`src/include/rdcp_pkg.sv`:
```
// Package for the rear digital control port: map, function codes, carriers
package rdcp_pkg;
	localparam int CH_N = 10;                        // Channels 1..10
	localparam int DW   = 32;                        // Register data width
	localparam int VW   = 6;                         // Port value width
	localparam int FW   = 4;                         // Function code width
	// Register byte addresses
	localparam logic [7:0] IN_ADDR   = 8'h00;        // Input value, read only
	localparam logic [7:0] OUT_ADDR  = 8'h04;        // Output value
	localparam logic [7:0] STAT_ADDR = 8'h08;        // Refusal flag
	localparam logic [7:0] CH_BASE   = 8'h40;        // Channel 1 config
	localparam logic [7:0] CH_LAST   = 8'h64;        // Channel 10 config
	localparam int POL_BIT = 8;                      // Polarity bit in config word
	localparam int ERR_BIT = 0;                      // Refusal bit in status word
	// Channel groups
	localparam int A_LO = 1;
	localparam int A_HI = 3;
	localparam int SHUT_CH = 4;
	localparam int B_LO = 5;
	localparam int B_HI = 7;
	localparam int PROT_CH = 8;
	localparam int C_LO = 9;
	// Port value bit positions
	localparam int IN_A_LSB = 0;                     // Channels 1..3 user inputs
	localparam int IN_B_LSB = 3;                     // Channels 5..7 user outputs echo
	localparam int OUT_USER_LSB = 3;                 // Drives channels 5..7
	// Polarity
	localparam logic POL_POS = 1'b0;                 // High is true
	localparam logic POL_NEG = 1'b1;                 // Low is true
	localparam logic POL_CH4 = POL_POS;              // Fixed shutdown polarity
	localparam logic [CH_N:1] POL_RST   = 10'h000;   // All positive after reset
	localparam logic [CH_N:1] POL_FIXED = 10'h008;   // Channel 4 locked
	// Function codes, common
	localparam logic [FW-1:0] FN_UNUSED     = 4'h0;
	localparam logic [FW-1:0] FN_SHUTDOWN   = 4'hd;  // Reads back on channel 4
	localparam logic [FW-1:0] FN_PROTECTION = 4'he;  // Reads back on channel 8
	// Group A, channels 1..3, inputs
	localparam logic [FW-1:0] FN_A_OUT_ON = 4'h1;    // output_on_request
	localparam logic [FW-1:0] FN_A_BLOCK  = 4'hb;    // output_block_input
	localparam logic [FW-1:0] FN_A_USER   = 4'hc;    // user_input_signal
	// Group B, channels 5..7, status outputs
	localparam logic [FW-1:0] FN_B_SEQ  = 4'ha;      // sequence_state_indication
	localparam logic [FW-1:0] FN_B_USER = 4'hb;      // User programmed output
	// Group C, channels 9..10
	localparam logic [FW-1:0] FN_C_CLK_RX  = 4'h1;   // sync_clock_receive
	localparam logic [FW-1:0] FN_C_TRIG_RX = 4'h2;   // sequence_trigger_receive
	localparam logic [FW-1:0] FN_C_CLK_TX  = 4'h3;   // reference_clock_send
	localparam logic [FW-1:0] FN_C_TRIG_TX = 4'h4;   // sequence_trigger_send
	// Requests to the instrument, bit 0 is code 1
	typedef struct packed {
		logic output_block_input;
		logic preset_two_recall;
		logic preset_one_recall;
		logic voltage_range_select;
		logic wiring_select_three_phase;
		logic wiring_select_split_phase;
		logic wiring_select_single_phase;
		logic external_protection_input;
		logic protection_clear_request;
		logic sequence_run_request;
		logic output_on_request;
	} rdcp_req_t;
	// Status from the instrument, bit 0 is code 1
	typedef struct packed {
		logic sequence_state_indication;
		logic powered_up_indication;
		logic high_range_indication;
		logic three_phase_wiring_indication;
		logic split_phase_wiring_indication;
		logic single_phase_wiring_indication;
		logic busy_indication;
		logic overload_indication;
		logic peak_current_limit_indication;
		logic output_on_indication;
	} rdcp_stat_t;
endpackage

```
`src/hw/rdcp_pol_store.sv`:
```
// Polarity selections with load from and save to non-volatile storage
`timescale 1ns/1ps
module rdcp_pol_store (
	input  wire logic                       ref_clk_in,
	input  wire logic                       rst_in,
	input  wire logic [rdcp_pkg::CH_N:1]    pol_we_in,
	input  wire logic                       pol_val_in,
	input  wire logic                       nv_load_in,
	input  wire logic [rdcp_pkg::CH_N:1]    nv_pol_in,
	output logic      [rdcp_pkg::CH_N:1]    pol_out,
	output logic                            nv_save_out
);
	logic [rdcp_pkg::CH_N:1] pol_q;   // Current selections
	logic [rdcp_pkg::CH_N:1] pol_d;   // Next selections
	logic                    save_q;  // Save request pulse

	// Next value: stored copy wins, then software, fixed bits never move
	always_comb begin
		pol_d = pol_q;
		if (nv_load_in) begin
			pol_d = nv_pol_in;
		end else begin
			pol_d = (pol_q & ~pol_we_in) | ({rdcp_pkg::CH_N{pol_val_in}} & pol_we_in);
		end
		pol_d = (pol_d & ~rdcp_pkg::POL_FIXED) | (rdcp_pkg::POL_RST & rdcp_pkg::POL_FIXED);
	end

	// Selection register
	always_ff @(posedge ref_clk_in) begin
		if (rst_in) begin
			pol_q <= rdcp_pkg::POL_RST;
		end else begin
			pol_q <= pol_d;
		end
	end

	// Ask storage to keep a copy whenever software changes a selection
	always_ff @(posedge ref_clk_in) begin
		if (rst_in) begin
			save_q <= 1'b0;
		end else begin
			save_q <= !nv_load_in && (pol_d != pol_q);
		end
	end

	assign pol_out     = pol_q;
	assign nv_save_out = save_q;
endmodule // rdcp_pol_store

```
`src/hw/rdcp_port.sv`:
```
// Rear digital control port: channel mapping, polarity, port values, registers
// Behaviour
// - Input value reads as six-bit number
// - Output value stored, driven, read back
// - Channels 1-3,5-7,9,10 take selectable functions
// - Channels 1-3 offer only input functions
// - Channels 5-7 offer only output functions
// - Channels 9-10 offer clock/trigger functions only
// - Mappable channels start unused after reset
// - Channels 4, 8 fixed; remap refused
// - Channel 4 polarity cannot change
// - Polarity selections kept in non-volatile storage
// - Function and polarity readable per channel
//
// Design decisions made here: the register offsets and the address-and-strobe port.
`timescale 1ns/1ps
module rdcp_port (
	input  wire logic                       ref_clk_in,
	input  wire logic                       rst_in,
	input  wire logic [7:0]                 addr_in,
	input  wire logic [rdcp_pkg::DW-1:0]    wr_data_in,
	input  wire logic                       wr_in,
	input  wire logic                       rd_in,
	output logic      [rdcp_pkg::DW-1:0]    rd_data_out,
	input  wire logic [rdcp_pkg::CH_N:1]    pin_level_in,
	output logic      [rdcp_pkg::CH_N:1]    pin_drive_out,
	output logic      [rdcp_pkg::CH_N:1]    pin_oe_n_out,
	input  rdcp_pkg::rdcp_stat_t            status_in,
	input  wire logic                       protection_in,
	input  wire logic                       reference_clock_send_in,
	input  wire logic                       sequence_trigger_send_in,
	output rdcp_pkg::rdcp_req_t             req_out,
	output logic                            shutdown_out,
	output logic                            sync_clock_receive_out,
	output logic                            sequence_trigger_receive_out,
	input  wire logic                       nv_load_in,
	input  wire logic [rdcp_pkg::CH_N:1]    nv_pol_in,
	output logic      [rdcp_pkg::CH_N:1]    nv_pol_out,
	output logic                            nv_save_out
);
	logic [rdcp_pkg::CH_N:1][rdcp_pkg::FW-1:0] chan_fn;   // Function per channel
	logic [rdcp_pkg::CH_N:1]    pol;        // Polarity per channel
	logic [rdcp_pkg::CH_N:1]    lin;        // Logical input levels
	logic [rdcp_pkg::CH_N:1]    hit;        // Config write per channel
	logic [rdcp_pkg::CH_N:1]    refuse;     // Refused config write
	logic [rdcp_pkg::CH_N:1]    pol_we;     // Polarity write enables
	logic [7:0]                 ch_off;     // Offset into config block
	logic [rdcp_pkg::FW-1:0]    ch_idx;     // Addressed channel
	logic                       ch_sel;     // Address in config block
	logic [rdcp_pkg::VW-1:0]    out_data_q; // Output value
	logic [rdcp_pkg::VW-1:0]    in_d;       // Input value, next
	logic [rdcp_pkg::VW-1:0]    in_data_q;  // Input value, sampled
	logic                       refused_q;  // Sticky refusal flag
	logic [rdcp_pkg::FN_A_BLOCK:1] req_v;   // Request vector by code
	logic [rdcp_pkg::FN_B_SEQ:0]   stat_v;  // Status vector by code
	logic [rdcp_pkg::CH_N:1]    drv_en;     // Channel drives its pin
	logic [rdcp_pkg::CH_N:1]    drv_lvl;    // Pin level to drive
	logic                       sync_d;     // Sync clock from pins
	logic                       trig_d;     // Trigger from pins
	logic [rdcp_pkg::DW-1:0]    rd_d;       // Read data, next
	logic [rdcp_pkg::DW-1:0]    rd_q;       // Read data
	logic [rdcp_pkg::CH_N:1]    pin_q;      // Pin levels
	logic [rdcp_pkg::CH_N:1]    oe_n_q;     // Pin enables, low drives
	rdcp_pkg::rdcp_req_t        req_q;      // Registered requests
	logic                       shut_q;     // Registered shutdown
	logic                       sync_q;     // Registered sync clock
	logic                       trig_q;     // Registered trigger

	// Legal code for the channel's group
	function automatic logic fn_legal(input int ch, input logic [rdcp_pkg::FW-1:0] code);
		if (ch <= rdcp_pkg::A_HI) begin
			return code <= rdcp_pkg::FN_A_USER;
		end else if (ch <= rdcp_pkg::B_HI) begin
			return code <= rdcp_pkg::FN_B_USER;
		end
		return code <= rdcp_pkg::FN_C_TRIG_TX;
	endfunction

	// Config block decode
	assign ch_off = addr_in - rdcp_pkg::CH_BASE;
	assign ch_sel = (addr_in >= rdcp_pkg::CH_BASE) && (addr_in <= rdcp_pkg::CH_LAST) && (addr_in[1:0] == 2'h0);
	assign ch_idx = ch_off[5:2] + 4'h1;

	// Per channel function register or fixed function
	for (genvar g = 1; g <= rdcp_pkg::CH_N; g++) begin : g_ch
		assign hit[g] = wr_in && ch_sel && (ch_idx == 4'(g));
		if (g == rdcp_pkg::SHUT_CH || g == rdcp_pkg::PROT_CH) begin : g_fix
			localparam logic [rdcp_pkg::FW-1:0] FIX_FN =
				(g == rdcp_pkg::SHUT_CH) ? rdcp_pkg::FN_SHUTDOWN : rdcp_pkg::FN_PROTECTION;
			assign chan_fn[g] = FIX_FN;
			// Any other function, or a polarity change on channel 4, is refused
			assign refuse[g] = hit[g] && ((wr_data_in[rdcp_pkg::FW-1:0] != FIX_FN) ||
				((g == rdcp_pkg::SHUT_CH) && (wr_data_in[rdcp_pkg::POL_BIT] != rdcp_pkg::POL_CH4)));
			assign pol_we[g] = hit[g] && !refuse[g];
		end else begin : g_map
			logic [rdcp_pkg::FW-1:0] fn_q; // Chosen function
			logic                    ok;   // Code legal here
			assign ok = fn_legal(g, wr_data_in[rdcp_pkg::FW-1:0]);
			// Function register, unused after reset
			always_ff @(posedge ref_clk_in) begin
				if (rst_in) begin
					fn_q <= rdcp_pkg::FN_UNUSED;
				end else if (hit[g] && ok) begin
					fn_q <= wr_data_in[rdcp_pkg::FW-1:0];
				end
			end
			assign chan_fn[g] = fn_q;
			assign refuse[g]  = hit[g] && !ok;
			assign pol_we[g]  = hit[g] && ok;
		end
	end

	// Polarity selections and their non-volatile copy
	rdcp_pol_store u_pol (
		.ref_clk_in  (ref_clk_in),
		.rst_in      (rst_in),
		.pol_we_in   (pol_we),
		.pol_val_in  (wr_data_in[rdcp_pkg::POL_BIT]),
		.nv_load_in  (nv_load_in),
		.nv_pol_in   (nv_pol_in),
		.pol_out     (pol),
		.nv_save_out (nv_save_out)
	);
	assign nv_pol_out = pol;

	// Pin level to logical value
	assign lin    = pin_level_in ^ pol;
	assign stat_v = {status_in, 1'b0};

	// Route channels to functions and port value bits
	always_comb begin
		req_v   = '0;
		in_d    = '0;
		drv_en  = '0;
		drv_lvl = '0;
		sync_d  = 1'b0;
		trig_d  = 1'b0;
		for (int c = 1; c <= rdcp_pkg::CH_N; c++) begin
			if (c <= rdcp_pkg::A_HI) begin
				// Input group
				if (chan_fn[c] == rdcp_pkg::FN_A_USER) begin
					in_d[rdcp_pkg::IN_A_LSB + c - rdcp_pkg::A_LO] = lin[c];
				end else if (chan_fn[c] != rdcp_pkg::FN_UNUSED) begin
					req_v[chan_fn[c]] = req_v[chan_fn[c]] | lin[c];
				end
			end else if (c >= rdcp_pkg::B_LO && c <= rdcp_pkg::B_HI) begin
				// Status group, undriven when unused
				drv_en[c] = chan_fn[c] != rdcp_pkg::FN_UNUSED;
				if (chan_fn[c] == rdcp_pkg::FN_B_USER) begin
					in_d[rdcp_pkg::IN_B_LSB + c - rdcp_pkg::B_LO] = lin[c];
					drv_lvl[c] = out_data_q[rdcp_pkg::OUT_USER_LSB + c - rdcp_pkg::B_LO] ^ pol[c];
				end else begin
					drv_lvl[c] = stat_v[chan_fn[c]] ^ pol[c];
				end
			end else if (c == rdcp_pkg::PROT_CH) begin
				// Protection always driven
				drv_en[c]  = 1'b1;
				drv_lvl[c] = protection_in ^ pol[c];
			end else if (c >= rdcp_pkg::C_LO) begin
				// Clock and trigger group
				case (chan_fn[c])
					rdcp_pkg::FN_C_CLK_RX: sync_d = sync_d | lin[c];
					rdcp_pkg::FN_C_TRIG_RX: trig_d = trig_d | lin[c];
					rdcp_pkg::FN_C_CLK_TX: begin
						drv_en[c]  = 1'b1;
						drv_lvl[c] = reference_clock_send_in ^ pol[c];
					end
					rdcp_pkg::FN_C_TRIG_TX: begin
						drv_en[c]  = 1'b1;
						drv_lvl[c] = sequence_trigger_send_in ^ pol[c];
					end
					default: ;
				endcase
			end
		end
	end

	// Pins and instrument-side signals, all registered
	always_ff @(posedge ref_clk_in) begin
		if (rst_in) begin
			pin_q  <= '0;
			oe_n_q <= '1;
			req_q  <= '0;
			shut_q <= 1'b0;
			sync_q <= 1'b0;
			trig_q <= 1'b0;
		end else begin
			pin_q  <= drv_lvl;
			oe_n_q <= ~drv_en;
			req_q  <= rdcp_pkg::rdcp_req_t'(req_v);
			shut_q <= lin[rdcp_pkg::SHUT_CH];
			sync_q <= sync_d;
			trig_q <= trig_d;
		end
	end

	// Input value sampled every cycle
	always_ff @(posedge ref_clk_in) begin
		if (rst_in) begin
			in_data_q <= '0;
		end else begin
			in_data_q <= in_d;
		end
	end

	// Output value register
	always_ff @(posedge ref_clk_in) begin
		if (rst_in) begin
			out_data_q <= '0;
		end else if (wr_in && addr_in == rdcp_pkg::OUT_ADDR) begin
			out_data_q <= wr_data_in[rdcp_pkg::VW-1:0];
		end
	end

	// Refusal flag, a new refusal beats a clear
	always_ff @(posedge ref_clk_in) begin
		if (rst_in) begin
			refused_q <= 1'b0;
		end else if (|refuse) begin
			refused_q <= 1'b1;
		end else if (wr_in && addr_in == rdcp_pkg::STAT_ADDR && wr_data_in[rdcp_pkg::ERR_BIT]) begin
			refused_q <= 1'b0;
		end
	end

	// Read mux, unmapped reads return zero
	always_comb begin
		rd_d = '0;
		if (addr_in == rdcp_pkg::IN_ADDR) begin
			rd_d[rdcp_pkg::VW-1:0] = in_data_q;
		end else if (addr_in == rdcp_pkg::OUT_ADDR) begin
			rd_d[rdcp_pkg::VW-1:0] = out_data_q;
		end else if (addr_in == rdcp_pkg::STAT_ADDR) begin
			rd_d[rdcp_pkg::ERR_BIT] = refused_q;
		end else if (ch_sel) begin
			rd_d[rdcp_pkg::FW-1:0]  = chan_fn[ch_idx];
			rd_d[rdcp_pkg::POL_BIT] = pol[ch_idx];
		end
	end

	// Read data stands only in the cycle after the strobe
	always_ff @(posedge ref_clk_in) begin
		if (rst_in) begin
			rd_q <= '0;
		end else begin
			rd_q <= rd_in ? rd_d : '0;
		end
	end

	assign rd_data_out                  = rd_q;
	assign pin_drive_out                = pin_q;
	assign pin_oe_n_out                 = oe_n_q;
	assign req_out                      = req_q;
	assign shutdown_out                 = shut_q;
	assign sync_clock_receive_out       = sync_q;
	assign sequence_trigger_receive_out = trig_q;
endmodule // rdcp_port

```
`config.mk`:
```
export PLATFORM = sky130hd
export DESIGN_NAME = rdcp_port
export DESIGN_NICKNAME = d
export VERILOG_FILES = /design/src/include/rdcp_pkg.sv /design/src/hw/rdcp_pol_store.sv /design/src/hw/rdcp_port.sv
export SDC_FILE = /design/constraint.sdc
export NUM_CORES = 1
export LEC_CHECK = 0
export BUFFER_PORTS_ARGS = -buffer_cell sky130_fd_sc_hd__buf_2
export CELL_PAD_IN_SITES_DETAIL_PLACEMENT = 1
export CELL_PAD_IN_SITES_GLOBAL_PLACEMENT = 1
export CORE_AREA = 2 2 117 131
export DETAILED_ROUTE_END_ITERATION = 12
export DIE_AREA = 0 0 119 133
export GPL_TIMING_DRIVEN = 0
export PLACE_DENSITY = 0.88
export SYNTH_ARGS = -nofsm -noshare
export SYNTH_HDL_FRONTEND = slang
export SYNTH_SLANG_ARGS = --single-unit
```
`constraint.sdc`:
```
create_clock -name ref_clk_in -period 3.4 [get_ports ref_clk_in]
set_clock_uncertainty 0.15 [all_clocks]
set_input_delay 0.68 -clock ref_clk_in [delete_from_list [all_inputs] [get_ports ref_clk_in]]
set_output_delay 0.68 -clock ref_clk_in [all_outputs]
set_load 0.05 [all_outputs]
```
# After elaboration in Yosys (flattened, before gate mapping)
# Memory sizes are Yosys's and may differ from the RTL's. A register that Yosys moved wholly into a read port is not among the register bits.
# Index checks and enable logic that the tools add are counted.
# classes
bitwise_logic	31
eq_ne	29
reduce_logical	67
shifts	0
n_div	0
add_sub_neg	2
n_mul	0
magnitude_cmp	15
muxes	51
# ops
cell	count
$mux W11	6
$logic_and A1 B1 Y1	40
$eq A4 B4 Y1 const B	9
$lt A4 B5 Y1 const B	7
$bmux W1 S4	6
$eq A4 B2 Y1 const B	6
$eq A4 B3 Y1 const B	6
$reduce_bool A4 Y1	6
$bwmux W11	2
$mux W1	22
$and A10 B10 Y10	2
$mux W4	5
$not A10 Y10	2
$reduce_or A2 Y1	9
$bmux W4 S4	1
$demux W1 S4	3
$eq A4 B1 Y1 const B	3
$ge A4 B1 Y1 const B	3
$and A11 B11 Y11	1
$xor A1 B1 Y1	11
$mux W10	1
$ne A10 B10 Y1	1
$or A10 B10 Y10	1
$reduce_or A10 Y1	1
22 further kinds	41
# totals
n_memories	1
mem_bits_rw	0
word_cells	235
ff_bits	122
romBits	16
latchBits	0
out_inout_bits	77
# mem_list
memory	words	word_bits	read_ports	rd_ports_with_merged_regs	write_ports	line	source
(no name shown)	16	1	1	1	0	rdcp_port.sv:144	req_v[chan_fn[c]] = req_v[chan_fn[c]] | lin[c];

# Longest topological paths before layout
# Gate-level depths: netlist (run 1).
# depth
word_depth	19
mapped_depth	11
ltp_nobuf	8

# Hierarchy
# From an unflattened synthesis (run 1), not the netlist that was laid out.
# hier_totals
hier_cells	690
area_unflattened_um2	5652.9
# modules_own_cells
module	area_per_inst_um2	instances	cells_per_inst
rdcp_port	5043.6	1	609
rdcp_pol_store	609.3	1	81

# Least setup slack after synthesis (run 1)
# OpenSTA, ideal clock, no wires.
# synth_timing
path_type	input -> register
startpoint	input port addr_in[2]
endpoint	register rd_q (netlist bit rd_data_out[0])
setup_ns	0.118
path_slack_ns	0.450
n_path_buf	3
cell_stages	10
t_arrival_ns	2.682
t_required_ns	3.132
path_cell_list	clkbuf_1 inv_1 ha_1 clkbuf_1 clkbuf_1 nor2_1 a221oi_1 o32ai_1 a22oi_1 nor2_1
# synth_via
elab_chain_cells	8
word_cells_on_any_way	15
cone_classes	add/sub: 2; order compare: 2; eq/ne: 2; mux: 6; reduce/logical: 3
# synth_rtl
element	line	source
from (decl)	rdcp_port.sv:20	input wire logic [7:0] addr_in,
$sub A6 B1 Y6	rdcp_port.sv:80	assign ch_off = addr_in - rdcp_pkg::CH_BASE;
$add A4 B1 Y4	rdcp_port.sv:82	assign ch_idx = ch_off[5:2] + 4'h1;
$bmux W4 S4	rdcp_port.sv:236	rd_d[rdcp_pkg::FW-1:0] = chan_fn[ch_idx];
$mux W4 (implied by the code)	rdcp_port.sv:236	
$mux W4	rdcp_port.sv:235	end else if (ch_sel) begin
$mux W1	rdcp_port.sv:233	end else if (addr_in == rdcp_pkg::STAT_ADDR) begin
$mux W4	rdcp_port.sv:231	end else if (addr_in == rdcp_pkg::OUT_ADDR) begin
$mux W6 *	rdcp_port.sv:229	if (addr_in == rdcp_pkg::IN_ADDR) begin
to (signal assigned)	rdcp_port.sv:246	rd_q <= rd_in ? rd_d : '0;
to (decl)	rdcp_port.sv:61	logic [rdcp_pkg::DW-1:0] rd_q;
# Every way passes the cells marked *; elsewhere a longest branch is shown, timed or not. The select of a mux whose other input is x is not followed.
# A chain may end at the register's enable or synchronous reset.

# Worst setup path after layout (run 1)
# layout_timing
startpoint	input port addr_in[3]
endpoint	register g_ch[9].g_map.fn_q[0] (netlist name)
# layout_via
elab_chain_cells	6
word_cells_on_any_way	10
cone_classes	add/sub: 2; order compare: 2; eq/ne: 1; reduce/logical: 5
# layout_rtl
element	line	source
branches (longest 4 deep; another with $sub A6 B1 Y6)	-	
$logic_and A1 B1 Y1 *	rdcp_port.sv:86	assign hit[g] = wr_in && ch_sel && (ch_idx == 4'(g));
$logic_and A1 B1 Y1 *	rdcp_port.sv:103	end else if (hit[g] && ok) begin
to (signal assigned)	rdcp_port.sv:102	fn_q <= rdcp_pkg::FN_UNUSED;
to (signal assigned)	rdcp_port.sv:104	fn_q <= wr_data_in[rdcp_pkg::FW-1:0];
to (decl)	rdcp_port.sv:96	logic [rdcp_pkg::FW-1:0] fn_q;
# Mark *: on every way between the ends.

==> flow_summary.yaml, run 1 <==
sta:
  slew_headroom: 0.273
  worst_pin_slew_ns: 1.08
  finalMaxSlewViolations: 0
  fmax_ghz: 0.310
  setup_viol_count_final: 0
  hold_viol_final: 0
  layout_worst_path_cycle_share: 0.949
  post-route-min-period_ns: 3.23
power_and_ir_drop:
  vdd_drop_max_mv: 0.248
  comb_power_share: 0.196
  clock_power_share: 0.398
  p_per_area_nw_per_um2: 387
  p_seq_frac: 0.406
  p_int_uw: 1790
  p_leak_uw: 0.00280
  swShare: 0.310
  power.total_uw: 2590
  p_sw_uw: 805
cts:
  post_cts_buffers: 0
  h-tree-depth: 3
  holdBufCountCts: 0
  tritoncts: "built"
  clockBufferDepth: 2
  clk_pin_slew_worst_paths_ns: 0.07
  cts_buffers: 9
  cts.sinks: 88
  ctsRootBufferMaster: "clkbuf_16"
  clk_latency_ns: 0.35
  postCtsResizedCells: 1
synthesis:
  synthMuxAreaShare: 0.0828
  ys_types: 72
  synth_largest_area_cell: "dfxtp_1"
  yosysWarnings: 0
  synth_compound_area_frac: 0.201
  synth_top_family_by_area: "simple AND/OR/NAND/NOR gates"
  netlist_area_um2: 5570
  syn-instance-count: 678
  syn_area_per_cell_um2: 8.22
  synthTopCellsByArea: "dfxtp_1, mux2i_1, buf_4"
  yosys.area_share.adder: 0.0135
  yosys.area_share.simple: 0.238
  synthArstFlopShare: 0
  ys_seq_area_frac: 0.316
  ys.flop_type: "dfxtp_1"
  synth_top_area_share: 0.316
  synth_seq_cells: 88
  synth_edf_count: 0
  synth-xor-area-share: 0.0566
finish:
  final_cell_mix: "buf_2, dfxtp_1, nor2_1"
  fin_cells: 1012
  layout-drive-gt1-share: 0.225
  final_nets: 895
  diodes: 0
  synthToLayoutAreaGrowth_pct: 20.2
  final_common_cell: "buf_2"
drt:
  drc: 0
  via_count: 5718
  via_per_inst: 5.65
  first_iter_violations: 565
  detail_route.wl_per_cell_um: 19.4
  drt_first_pass_iters: 5
  routed_wl_um: 19700
  antenna_left: 0
global_routing:
  grt_pass1_vias: 5776
  grt_max_degree: 15
  gr-usage-all-layers: 0.245
  grt_pass1_wl_um: 30600
  antenna_found_initial: 0
  overflow: 0
place:
  port_buffers: 91
  post-place-cells: 997
  place.gp.congestion: 0.953
  dpl.hpwl_um: 14600
run:
  cap_violations: 0
setup_path:
  worst_ep_arrival_time_ns: 3.29
  crit_start: "addr_in[3]"
  slowest_delay_ns: 0.54
  crit_path_top_delay_cell: "or4b_4"
  cp-start-kind: "input pin"
  crit_type: "input pin to flop"
  r2r_start: "u_pol.pol_out[1]"
  worstPathMaxFanout: 10
  cp_data_required_time_ns: 3.47
  path_cells: "buf_2 -> inv_1 -> ha_1 -> or4b_4 -> a31oi_4 -> and2_1 -> buf_4 -> nand4b_2 -> mux2i_1 -> nor2_1"
  worstSetupEndpointType: "flop"
die:
  chipWidth_um: 119
  die_area_um2: 15800
  io-pin-count: 155
  die_y_um: 133
  row_count: 47
  core_um2: 14600
  initial_core_util: 0.381
worst_hold_path:
  hold_path_class: "flop to flop"
  worstHoldStart: "in_data_q[5]"
outcome:
  status: "finished clean"
-- logic make-up (layout without fill, tap and decap cells) --
logic type | Yosys count | after routing
and+or+nand+nor | 245 | 245
AOI/OAI and AO/OA | 163 | 163
buffers and inverters | 97 | 203
DFF | 88 | 88
muxes | 41 | 41
xor gates and xnor gates | 36 | 36
adders and majority gates | 6 | 6
other | 2 | 34
-- cells in the mapped netlist (all sizes together) (4+ instances only) --
master and n:
nor3b 5, buf 44, o22ai 7, o21ai 28, nor2b 18, a311oi 8, mux2i 30, ha 6
clkbuf 40, dfxtp 88, nand3b 4, a211oi 9, nor2 61, nand3 25, o32ai 4, or3 7
nand2b 11, nor3 18, xnor2 22, mux2 8, nand4 8, nand2 56, a31oi 12, and3 5
or3b 4, a221oi 13, a21oi 41, and2 5, inv 12, a22oi 5, o41ai 5, xor2 14
nand4b 5
-- state kept, by name, indices dropped and copies added (netlist names) --
| register | cells |
|---|---|
| g_ch.g_map.fn_q | 32 |
| in_data_q | 6 |
| out_data_q | 6 |
| pin_drive_out | 6 |
| pin_oe_n_out | 6 |
| rd_data_out | 7 |
| refused_q | 1 |
| req_out | 11 |
| sequence_trigger_receive_out | 1 |
| shutdown_out | 1 |
| sync_clock_receive_out | 1 |
| u_pol.nv_save_out | 1 |
| u_pol.pol_out | 9 |
-- through the flow --
step                      area (um2)  utilization  setup TNS (ns)  hold slack [ns]  setup slack (ns)
after floorplan                 5690            -               0            0.265             0.450
after global placement          6390        0.437           -1.81            0.286            -0.469
after detailed placement        6390        0.437           -2.74            0.296            -0.514
after CTS                       6690        0.457               0            0.309            0.0810
after global routing            6700        0.457         -0.0160            0.320           -0.0160
final                           6700        0.457               0            0.304             0.175
-- area by class of cell --
cell class              instances  area [um2]
fillers                      1838        7940
multi-input cells             525        3430
flip-flops and latches         88        1760
repair buffers                 91         455
plain buffers                  83         454
clock buffers                  12         246
well taps                     196         245
clock inverters                 4        53.8
inverters                      13        48.8
-- worst paths after layout --
| check | end | slack (ns) | depth (start not counted) |
|---|---|---|---|
| max | g_ch[9].g_map.fn_q[0] | 0.17 | 10 |
| min | rd_data_out[5] | 0.30 | 2 |
| max reg2reg | req_out[5] | 0.54 | 7 |
| min reg2reg | rd_data_out[5] | 0.30 | 2 |
-- metal layers --
metal | global-route usage | wire [um]
met1 | 0.298 | 8320
met2 | 0.412 | 9470
met3 | 0.0470 | 1130
met4 | 0.126 | 742
met5 | 0 | 0
-- power groups by stage --
stage	sequential [uW]	combinational [uW]	clock, uW
floorplan	1120	317	0
global placement	1080	489	0
detailed placement	1080	495	0
CTS	1050	497	1040
global route	1050	537	1080
finish	1050	508	1030
-- critical path, delay by kind of cell --
kind,cells,cell delay [ns]
AO/OA/AOI/OAI,1,0.38
buffers and inverters,3,0.45
AND/OR/NAND/NOR,4,1.08
adder cells (fa/ha/maj),1,0.36
multiplexers,1,0.32
Power figures use the tool's default switching activity.
==> run 2, diff against run 1 <==
Settings changed: GPL_TIMING_DRIVEN 0 to not set.
==> flow_summary.yaml, run 2 (same netlist as run 1, synthesis figures left out) <==
outcome:
  status: "finished clean"
power_and_ir_drop:
  comb_power_share: 0.170
  power.total_uw: 2700
  p_per_area_nw_per_um2: 419
  clock_power_share: 0.437
  p_int_uw: 1900
  vdd_drop_max_mv: 0.224
  p_leak_uw: 0.00267
  swShare: 0.297
  p_seq_frac: 0.394
  p_sw_uw: 800
place:
  place.gp.congestion: 0.898
  dpl.hpwl_um: 12900
  port_buffers: 93
worst_hold_path:
  hold_path_class: "flop to flop"
cts:
  h-tree-depth: 3
  holdBufCountCts: 0
  postCtsResizedCells: 0
  clk_pin_slew_worst_paths_ns: 0.06
  clk_latency_ns: 0.36
  post_cts_buffers: 0
  cts_buffers: 9
  ctsRootBufferMaster: "clkbuf_16"
  cts.sinks: 88
  clockBufferDepth: 2
  tritoncts: "built"
finish:
  layout-drive-gt1-share: 0.214
  final_cell_mix: "buf_2, dfxtp_1, nor2_1"
  diodes: 0
  top_register: "g_ch.g_map.fn_q"
  final_common_cell: "buf_2"
  final_nets: 833
  fillCellCount: 1804
  synthToLayoutAreaGrowth_pct: 15.4
  largest_register_ffs: 32
sta:
  rsz0062_at_grt: "no"
  post-route-min-period_ns: 2.85
  fin_tns_setup_ns: 0
  worst_pin_slew_ns: 0.683
  slew_headroom: 0.544
  hold_viol_final: 0
  finalMaxSlewViolations: 0
  setup_viol_count_final: 0
  layout_worst_path_cycle_share: 0.838
  fmax_ghz: 0.351
global_routing:
  overflow: 0
  gr-usage-all-layers: 0.225
  antenna_found_initial: 0
  grt_pass1_vias: 5294
  grt_max_degree: 51
  grt_pass1_wl_um: 28200
setup_path:
  worstSetupEndpointType: "flop"
  path_cells: "buf_2 -> inv_1 -> ha_1 -> inv_1 -> nor2_1 -> a221oi_1 -> o32ai_1 -> a22oi_1 -> a21oi_1"
  path_buf_inv: 3
  crit_type: "input pin to flop"
  cpMostUsedCell: "inv_1"
  crit_path_top_delay_cell: "ha_1"
  cp-start-kind: "input pin"
  crit_family: "compound AO/OA/AOI/OAI gates"
  worstPathMaxFanout: 9
  cp_data_required_time_ns: 3.52
  slowest_delay_ns: 0.51
  worst_ep_arrival_time_ns: 2.97
die:
  row_count: 47
  die_area_um2: 15800
  die_y_um: 133
  io-pin-count: 155
  chipWidth_um: 119
  initial_core_util: 0.381
  core_um2: 14600
drt:
  antenna_left: 0
  drt_first_pass_iters: 5
  first_iter_violations: 501
  drc: 0
  via_per_inst: 5.71
  routed_wl_um: 17900
  via_count: 5420
  detail_route.wl_per_cell_um: 18.9
run:
  cap_violations: 0
## run 2: changes by cell type in the layout (fill, tap and decap cells not counted), sizes merged
cell and change:
buf -23, clkbuf -41, clkinvlp -1, bufinv +2
inv +1
## run 2: metal layers
| metal | vias up | GRT usage | wire length, um |
|---|---|---|---|
| met4 | 0 | 0.0946 | 516 |
| met5 | - | 0 | 0 |
| met3 | 46 | 0.0371 | 1130 |
| li1 | 2534 | - | - |
| met2 | 242 | 0.379 | 8660 |
| met1 | 2598 | 0.284 | 7630 |
## run 2: layout make-up
cell class                 count  area, um2  area share
clock buffer                  10        229      0.0356
clock inverter                 6        115      0.0179
inverter                      13       48.8     0.00758
multi-input combinational    525       3430       0.532
sequential                    88       1760       0.274
tap                          196        245      0.0381
timing repair buffer         112        608      0.0945
## run 2: power groups by stage
stage	logic, uW	registers (uW)	clock network (uW)
global route	485	1060	1230
CTS	453	1060	1190
floorplan	317	1120	0
global placement	441	1080	0
finish	457	1060	1180
detailed placement	449	1090	0
## run 2: worst min-delay path, cell delays in order, from the launching register on
cell and delay [ns]:
dfxtp_1 0.30, nand2_1 0.05, a21oi_1 0.05
## run 2: worst paths after layout
path                            slack, ns           endpoint  cells after the start        startpoint
worst max-delay path                 0.55     rd_data_out[1]                      9        addr_in[2]
worst min-delay path                 0.30     rd_data_out[4]                      2      in_data_q[4]
worst max register to register       0.99  u_pol.nv_save_out                      6  u_pol.pol_out[7]
worst min register to register       0.30     rd_data_out[4]                      2      in_data_q[4]
## run 2: stage by stage
| stage | area (um2) | setup WS (ns) | util | hold WS [ns] | std cells |
|---|---|---|---|---|---|
| after detailed placement | 6090 | 0.234 | 0.416 | 0.297 | 934 |
| after global routing | 6430 | 0.379 | 0.439 | 0.334 | 950 |
| after floorplan | 5690 | 0.450 | - | 0.265 | 710 |
| after global placement | 6090 | 0.295 | 0.416 | 0.295 | 934 |
| after CTS | 6430 | 0.602 | 0.439 | 0.309 | 950 |
| final | 6430 | 0.551 | 0.439 | 0.299 | 950 |
